`src/lvd_pkg.sv`:
```
package lvd_pkg;

	// Register bus geometry
	localparam int DATA_W = 8;
	localparam int ADDR_W = 3;

	// Register offsets
	localparam logic [2:0] OFS_CONTROL = 3'h0;
	localparam logic [2:0] OFS_THRESHOLD = 3'h1;
	localparam logic [2:0] OFS_IRQ_STATUS = 3'h2;
	localparam logic [2:0] OFS_IRQ_MASK = 3'h3;
	localparam logic [2:0] OFS_RESET_CAUSE = 3'h4;
	localparam logic [2:0] OFS_DET_STATE = 3'h5;

	// Field positions in detector_control_reg
	localparam int BIT_BELOW_FLAG = 0;
	localparam int BIT_ACTION = 1;
	localparam int BIT_SOURCE = 2;
	localparam int BIT_ON = 7;

	// Field positions in the other registers
	localparam int BIT_LEVEL = 0;
	localparam int BIT_IRQ_REQ = 0;
	localparam int BIT_IRQ_MASK = 0;
	localparam int BIT_CAUSE = 0;
	localparam int BIT_SETTLED = 0;
	localparam int BIT_RST_ACTIVE = 1;

	// Reset values
	localparam logic RST_ON = 1'h0;
	localparam logic RST_ACTION = 1'h0;
	localparam logic RST_SOURCE = 1'h0;
	localparam logic RST_LEVEL = 1'h0;
	localparam logic RST_IRQ_REQ = 1'h0;
	localparam logic RST_IRQ_MASK = 1'h1;
	localparam logic RST_CAUSE = 1'h0;

	// Mode encodings
	localparam logic ACTION_IRQ = 1'h0;
	localparam logic ACTION_RESET = 1'h1;
	localparam logic SOURCE_SUPPLY = 1'h0;
	localparam logic SOURCE_EXT = 1'h1;

	// Comparator settling time
	localparam int CLK_PERIOD_NS = 10;
	localparam int STAB_TIME_NS = 10000;
	localparam int STAB_CYCLES = (STAB_TIME_NS + CLK_PERIOD_NS - 1) / CLK_PERIOD_NS;
	localparam int STAB_W = 10;

endpackage : lvd_pkg

```
`src/low_voltage_detector_ctrl.sv`:
```
`timescale 1ns/100ps

module low_voltage_detector_ctrl (
	// Clock and reset
	input wire logic clk_i,
	input wire logic sys_rst_i,
	// Register port
	input wire logic [lvd_pkg::ADDR_W-1:0] addr_i,
	input wire logic [lvd_pkg::DATA_W-1:0] wdata_i,
	input wire logic wr_i,
	input wire logic rd_i,
	output logic [lvd_pkg::DATA_W-1:0] rdata_o,
	// Analog comparator
	input wire logic supply_below_i,
	input wire logic ext_below_i,
	output logic cmp_enable_o,
	output logic level_select_o,
	output logic ext_select_o,
	// Interrupt and reset
	output logic detector_irq_o,
	output logic irq_o,
	output logic det_reset_o
);

	typedef struct packed {
		logic ctrl_on;
		logic ctrl_action;
		logic ctrl_source;
		logic level_sel;
		logic irq_req;
		logic irq_mask;
		logic reset_cause;
		logic prev_flag;
		logic irq_pulse;
		logic det_rst;
		logic [lvd_pkg::STAB_W-1:0] stab_cnt;
		logic [lvd_pkg::DATA_W-1:0] rdata;
	} lvd_state_t;

	localparam logic [lvd_pkg::STAB_W-1:0] STAB_END = lvd_pkg::STAB_W'(lvd_pkg::STAB_CYCLES);

	lvd_state_t st;
	lvd_state_t next_st;

	logic supply_below;
	logic ext_below;
	logic flag;
	logic crossing;
	logic irq_event;
	logic settled;

	// Comparator outputs come from the analog domain
	level_sync u_sync_supply (
		.clk_i(clk_i),
		.sys_rst_i(sys_rst_i),
		.async_i(supply_below_i),
		.level_o(supply_below)
	);

	level_sync u_sync_ext (
		.clk_i(clk_i),
		.sys_rst_i(sys_rst_i),
		.async_i(ext_below_i),
		.level_o(ext_below)
	);

	// Read image of one register
	function automatic logic [lvd_pkg::DATA_W-1:0] reg_image(
		input logic [lvd_pkg::ADDR_W-1:0] addr,
		input lvd_state_t s,
		input logic below,
		input logic done
	);
		logic [lvd_pkg::DATA_W-1:0] v;
		v = '0;
		case (addr)
			lvd_pkg::OFS_CONTROL: begin
				v[lvd_pkg::BIT_BELOW_FLAG] = below;
				v[lvd_pkg::BIT_ACTION] = s.ctrl_action;
				v[lvd_pkg::BIT_SOURCE] = s.ctrl_source;
				v[lvd_pkg::BIT_ON] = s.ctrl_on;
			end
			lvd_pkg::OFS_THRESHOLD: begin
				v[lvd_pkg::BIT_LEVEL] = s.level_sel;
			end
			lvd_pkg::OFS_IRQ_STATUS: begin
				v[lvd_pkg::BIT_IRQ_REQ] = s.irq_req;
			end
			lvd_pkg::OFS_IRQ_MASK: begin
				v[lvd_pkg::BIT_IRQ_MASK] = s.irq_mask;
			end
			lvd_pkg::OFS_RESET_CAUSE: begin
				v[lvd_pkg::BIT_CAUSE] = s.reset_cause;
			end
			lvd_pkg::OFS_DET_STATE: begin
				v[lvd_pkg::BIT_SETTLED] = done;
				v[lvd_pkg::BIT_RST_ACTIVE] = s.det_rst;
			end
			default: begin
				v = '0;
			end
		endcase
		return v;
	endfunction : reg_image

	// Live level of the selected source, zero while disabled
	always_comb begin
		if (!st.ctrl_on) begin
			flag = 1'b0;
		end else if (st.ctrl_source == lvd_pkg::SOURCE_EXT) begin
			flag = ext_below;
		end else begin
			flag = supply_below;
		end
	end

	// Either direction of crossing counts, including the fall when disabled
	assign crossing = flag != st.prev_flag;
	assign irq_event = crossing && (st.ctrl_action == lvd_pkg::ACTION_IRQ);
	assign settled = st.stab_cnt == STAB_END;

	always_comb begin
		next_st = st;
		next_st.prev_flag = flag;
		next_st.irq_pulse = irq_event;
		next_st.rdata = '0;

		// Settling counter restarts whenever the comparator is off
		if (!st.ctrl_on) begin
			next_st.stab_cnt = '0;
		end else if (!settled) begin
			next_st.stab_cnt = st.stab_cnt + lvd_pkg::STAB_W'(1);
		end

		// Register writes
		if (wr_i) begin
			case (addr_i)
				lvd_pkg::OFS_CONTROL: begin
					next_st.ctrl_on = wdata_i[lvd_pkg::BIT_ON];
					next_st.ctrl_action = wdata_i[lvd_pkg::BIT_ACTION];
					next_st.ctrl_source = wdata_i[lvd_pkg::BIT_SOURCE];
				end
				lvd_pkg::OFS_THRESHOLD: begin
					next_st.level_sel = wdata_i[lvd_pkg::BIT_LEVEL];
				end
				lvd_pkg::OFS_IRQ_MASK: begin
					next_st.irq_mask = wdata_i[lvd_pkg::BIT_IRQ_MASK];
				end
				default: begin
					next_st.rdata = '0;
				end
			endcase
		end

		// Reads answer next cycle; status bits clear on read
		if (rd_i) begin
			next_st.rdata = reg_image(addr_i, st, flag, settled);
			if (addr_i == lvd_pkg::OFS_IRQ_STATUS) begin
				next_st.irq_req = 1'b0;
			end
			if (addr_i == lvd_pkg::OFS_RESET_CAUSE) begin
				next_st.reset_cause = 1'b0;
			end
		end

		// Hardware sets win over a clearing read
		if (irq_event) begin
			next_st.irq_req = 1'b1;
		end

		// Reset mode: assert while the selected level is below
		next_st.det_rst = st.ctrl_on && (st.ctrl_action == lvd_pkg::ACTION_RESET) && flag;

		// A detector reset masks the interrupt and records its cause only
		if (st.det_rst) begin
			next_st.irq_mask = 1'b1;
			next_st.reset_cause = 1'b1;
		end
	end

	always_ff @(posedge clk_i) begin
		if (sys_rst_i) begin
			// Any other reset clears control and masks the interrupt
			st.ctrl_on <= lvd_pkg::RST_ON;
			st.ctrl_action <= lvd_pkg::RST_ACTION;
			st.ctrl_source <= lvd_pkg::RST_SOURCE;
			st.level_sel <= lvd_pkg::RST_LEVEL;
			st.irq_req <= lvd_pkg::RST_IRQ_REQ;
			st.irq_mask <= lvd_pkg::RST_IRQ_MASK;
			st.reset_cause <= lvd_pkg::RST_CAUSE;
			st.prev_flag <= 1'b0;
			st.irq_pulse <= 1'b0;
			st.det_rst <= 1'b0;
			st.stab_cnt <= '0;
			st.rdata <= '0;
		end else begin
			st <= next_st;
		end
	end

	// Outputs
	assign rdata_o = st.rdata;
	assign cmp_enable_o = st.ctrl_on;
	assign level_select_o = st.level_sel;
	assign ext_select_o = st.ctrl_source;
	assign detector_irq_o = st.irq_pulse;
	assign irq_o = st.irq_req && !st.irq_mask;
	assign det_reset_o = st.det_rst;
endmodule : low_voltage_detector_ctrl

```
`src/level_sync.sv`:
```
`timescale 1ns/100ps

module level_sync (
	// Clock and reset
	input wire logic clk_i,
	input wire logic sys_rst_i,
	// Asynchronous level in, filtered level out
	input wire logic async_i,
	output logic level_o
);

	typedef struct packed {
		logic s1;
		logic s2;
		logic s3;
		logic q;
	} sync_state_t;

	sync_state_t st;
	sync_state_t next_st;

	always_comb begin
		next_st = st;
		next_st.s1 = async_i;
		next_st.s2 = st.s1;
		next_st.s3 = st.s2;
		// Accept a change once the two later stages agree
		if (st.s2 == st.s3) begin
			next_st.q = st.s3;
		end
	end

	always_ff @(posedge clk_i) begin
		if (sys_rst_i) begin
			st <= '0;
		end else begin
			st <= next_st;
		end
	end

	assign level_o = st.q;
endmodule : level_sync

```
`config.mk`:
```
export PLATFORM = sky130hd
export DESIGN_NAME = low_voltage_detector_ctrl
export DESIGN_NICKNAME = d
export VERILOG_FILES = /design/src/lvd_pkg.sv /design/src/low_voltage_detector_ctrl.sv /design/src/level_sync.sv
export SDC_FILE = /design/constraint.sdc
export NUM_CORES = 1
export LEC_CHECK = 0
export BUFFER_PORTS_ARGS = -buffer_cell sky130_fd_sc_hd__buf_2
export CAP_MARGIN = 10
export CORE_MARGIN = 4
export CORE_UTILIZATION = 40
export CTS_BUF_LIST = sky130_fd_sc_hd__clkbuf_2 sky130_fd_sc_hd__clkbuf_4 sky130_fd_sc_hd__clkbuf_8
export CTS_CLUSTER_DIAMETER = 150
export DETAILED_ROUTE_END_ITERATION = 7
export PLACE_DENSITY = 0.73
export SLEW_MARGIN = 30
export SYNTH_ARGS = -nofsm -noshare
export SYNTH_HDL_FRONTEND = slang
export SYNTH_HIERARCHICAL = 1
export SYNTH_SLANG_ARGS = --single-unit
```
`constraint.sdc`:
```
create_clock -name clk_i -period 1.7 [get_ports clk_i]
set_input_delay 0 -clock clk_i [delete_from_list [all_inputs] [get_ports clk_i]]
set_output_delay 0 -clock clk_i [all_outputs]
set_load 0.005 [all_outputs]
```
==> results.md <==
* Source of the worst hold timing path: rd_i
* Unrepaired setup endpoints after global routing: no
* Fillcell total at ~340
* Number of enable flip-flop cells after synthesis at 0
* Post-DR wirelength/cell at between 10 and 15 µm
* Total power per unit cell area at 861 nW/µm²
* Hold Path Class: primary input to register
* Die W at about 67 µm
* Post-synthesis instance area at 1400 µm²
* Post-route design area at roughly 1600 µm²
* Final instance count without filler cells at 220
* Number of clock buffers inserted by TritonCTS at 5
* Critical Path Source Type: register
* Initial antenna violation count at 0
* Number of distinct standard cells referenced by the synthesized netlist at 37
* Latest clock arrival within the worst-skew pair at 0.33 ns
* Setup Crit Path Kind: register to register
* Total of flip-flops plus latches after synthesis at 32
* Total via count after detailed routing at just over 1000
* Count of nets left with antenna violations after detail routing at 0
* Floorplan die height at around 67 µm
* Number of H-tree branching levels at 2
* Avg Synthesized Cell Area at about 9.6 µm²
* Cell at the root of the clock tree: sky130_fd_sc_hd__clkbuf_4
* Post-route setup TNS at 0 ns
* Count of antenna diodes in the layout at 0
* WHS Path Cells at 4
* Overall routed net length at 2330 µm
* Synth async-reset ratio at 0%
* Ratio of final minimum period to clock period at 81.7%
* Router iterations before antenna repair at 4
* Count of max-cap constraint violations at 0
* Reg2Reg Launch Point: st[8]
* Crit path buffers/inverters at 1
* Core Region at 3360 µm²
* Cells along the critical path: inv_1, ha_1, nand4b_2, nor3_4, and3_1, o31a_1
* Number of cells on the critical path at 6
* Cells taking the most area after synthesis: sky130_fd_sc_hd__dfxtp_1, sky130_fd_sc_hd__buf_4, sky130_fd_sc_hd__nor2_1, sky130_fd_sc_hd__mux2i_1, sky130_fd_sc_hd__nor2b_1
* Max Fanout on Critical Path at 5
* Wire length of the first global-routing pass at 4070 µm
* Post-CTS Setup Repair Bufs at 0
* P_leak at about 0.64 nW
* TritonCTS clock tree: built
* Global routing usage summed across all routing layers at approximately 12%
* Post-detailed-route DRC marker count at 0
* Count of routing violations after the opening detailed-route iteration at 37
* Initial Utilization at 41.7%
* Top delay family on crit path: flip-flops
* Vias in the first global route at approximately 950
* Number of input and output port buffers inserted at 22
* Number of instances in the synthesized netlist at roughly 150
* Sinks on Clock Net at 32
* Final hold violation count at 0
* Dpl hpwl at between 1500 and 2000 µm
* Most instantiated flip-flop cell in the synthesis netlist: sky130_fd_sc_hd__dfxtp_1
* Placement row count at 21
* Clock Skew at just over 0.006 ns
* Register-to-Register Path Depth at 6
* Cell accounting for the most synthesized area: sky130_fd_sc_hd__dfxtp_1
* Share of synthesized area occupied by flip-flops and latches at between 40% and 50%
* Worst-path clk slew at roughly 0.09 ns
* Highest ir drop seen on vdd at about 0.47 mV
* Placer's final routability congestion estimate at approximately 0.77
* Maximum frequency from static timing analysis at about 720 MHz
* Critical path startpoint: st[8]
* Nature of the critical path endpoint: register
* Area fraction of the dominant cell type after synthesis at between 40% and 50%
* Via/cell ratio at 4.70
* Share of layout cells above drive strength 1 at between 20% and 30%
* Area of the die at roughly 4500 µm²
* Combined area of the multi-input logic cells at approximately 670 µm²
* I/O pin total at 31
* Final setup viols at 0
* Flip-flop and latch area at roughly 640 µm²
* Largest net degree at the start of global routing at 21
* Required @ worst endpoint at between 1.5 and 2 ns
* Maximum cell stage delay along the critical path at 0.38 ns
* Synthesis warning total at 6
* Data arrival time at the worst-slack endpoint at around 1.6 ns
* Placed insts at a little over 200
* Slowest-stage cell, CP: sky130_fd_sc_hd__dfxtp_1
* Final critical-path required period at ~1.4 ns
* Post-layout net count at roughly 190
* Area delta synth->final at 16.9%
* Placement-stage cell area at 1490 µm²
* Maximum buffer depth of the clock tree at 2
* Global route overflow at 0
* Hold_ws at between 0.02 and 0.025 ns
* Run status: completed
* Slew Viols, Final at 0
[cell families after synthesis]
kind of cell	Yosys count	synth area share [%]
AND/OR/NAND/NOR	62	26.9
flip-flops	32	45.7
AO/OA/AOI/OAI	19	8.03
buffers and inverters	16	7.67
XOR/XNOR	8	5.00
multiplexers	6	4.64
adder cells (fa/ha/maj)	2	1.78
other	1	0.267
[cells in the mapped netlist (2+ instances only)]
cell type and count:
sky130_fd_sc_hd__dfxtp_1 32, sky130_fd_sc_hd__nor2_1 15, sky130_fd_sc_hd__a21oi_1 8, sky130_fd_sc_hd__buf_4 8, sky130_fd_sc_hd__nor2b_1 8, sky130_fd_sc_hd__nor3_1 7, sky130_fd_sc_hd__nand2_1 6, sky130_fd_sc_hd__nand3_1 6
sky130_fd_sc_hd__mux2i_1 5, sky130_fd_sc_hd__o21ai_0 5, sky130_fd_sc_hd__xnor2_1 5, sky130_fd_sc_hd__inv_1 4, sky130_fd_sc_hd__and2_1 3, sky130_fd_sc_hd__or3_1 3, sky130_fd_sc_hd__xor2_1 3, sky130_fd_sc_hd__and3_1 2
sky130_fd_sc_hd__clkbuf_1 2, sky130_fd_sc_hd__ha_1 2, sky130_fd_sc_hd__nand4_2 2, sky130_fd_sc_hd__nor3_4 2, sky130_fd_sc_hd__o21ai_1 2
[power by group]
group,internal [mW],switching [mW]
Sequential,0.758,0.00568
Combinational,0.0377,0.0388
Clock,0.324,0.247
[final timing paths]
check,to,slack [ns]
worst max-delay path,rdata_o[0],0.31
worst min-delay path,st[21],0.02
worst max register to register,rdata_o[0],0.31
worst min register to register,u_sync_ext/next_st[1],0.45
[area by class of cell]
cell class                      instances  area share (%)
Multi-Input combinational cell        101            40.6
Clock inverter                          2            2.14
Tap cell                               46            3.51
Inverter                                4           0.916
Timing Repair Buffer                   29            11.0
Clock buffer                            6            2.75
Sequential cell                        32            39.1
[stage by stage]
stage | utilization, % | worst slack, ns | total power, mW
after CTS | 48.7 | 0.301 | 1.43
after detailed placement | 44.3 | 0.326 | 0.846
after floorplan | - | 0.409 | 0.829
after global routing | 48.7 | 0.214 | 1.49
final | 48.7 | 0.312 | 1.41
after global placement | 44.3 | 0.341 | 0.845
[repair_timing]
action | in CTS | in global routing
setup endpoints to repair | 0 | 0
resized for setup | 0 | 0
hold endpoints to repair | 8 | 0
hold buffers | 7 | 0
[cells in the final DEF (no fill, tap or decap), types with 5 or more instances in the layout]
cell type	count
sky130_fd_sc_hd__dlygate4sd3_1	7
sky130_fd_sc_hd__nor2_1	15
sky130_fd_sc_hd__nor3_1	7
sky130_fd_sc_hd__a21oi_1	8
sky130_fd_sc_hd__o21ai_0	5
sky130_fd_sc_hd__dfxtp_1	32
sky130_fd_sc_hd__xnor2_1	5
sky130_fd_sc_hd__nand3_1	6
sky130_fd_sc_hd__nor2b_1	8
sky130_fd_sc_hd__buf_2	22
sky130_fd_sc_hd__clkbuf_4	6
sky130_fd_sc_hd__nand2_1	6
sky130_fd_sc_hd__mux2i_1	5
[flip-flops by register name (all words and copies together), names as in the netlist]
register	flops
u_sync_ext/next_st	2
rdata_o	4
ext_select_o	1
u_sync_supply/next_st	2
u_sync_supply/st	1
det_reset_o	1
u_sync_ext/level_o	1
u_sync_supply/level_o	1
u_sync_ext/st	1
level_select_o	1
cmp_enable_o	1
st	15
detector_irq_o	1
[metal layers]
layer	vias up	wire (µm)	global-route usage (%)
li1	538	-	-
met1	464	1140	15.7
met2	29	989	17.3
met3	4	183	6.32
met4	0	22	4.05
met5	-	0	0
[worst register-to-register path, cell delays in order (launching register included)]
cell and delay (ns):
sky130_fd_sc_hd__dfxtp_1 0.38, sky130_fd_sc_hd__inv_1 0.08, sky130_fd_sc_hd__ha_1 0.21, sky130_fd_sc_hd__nand4b_2 0.11, sky130_fd_sc_hd__nor3_4 0.07, sky130_fd_sc_hd__and3_1 0.20, sky130_fd_sc_hd__o31a_1 0.24
No activity file was read; power rests on OpenSTA's default activity.
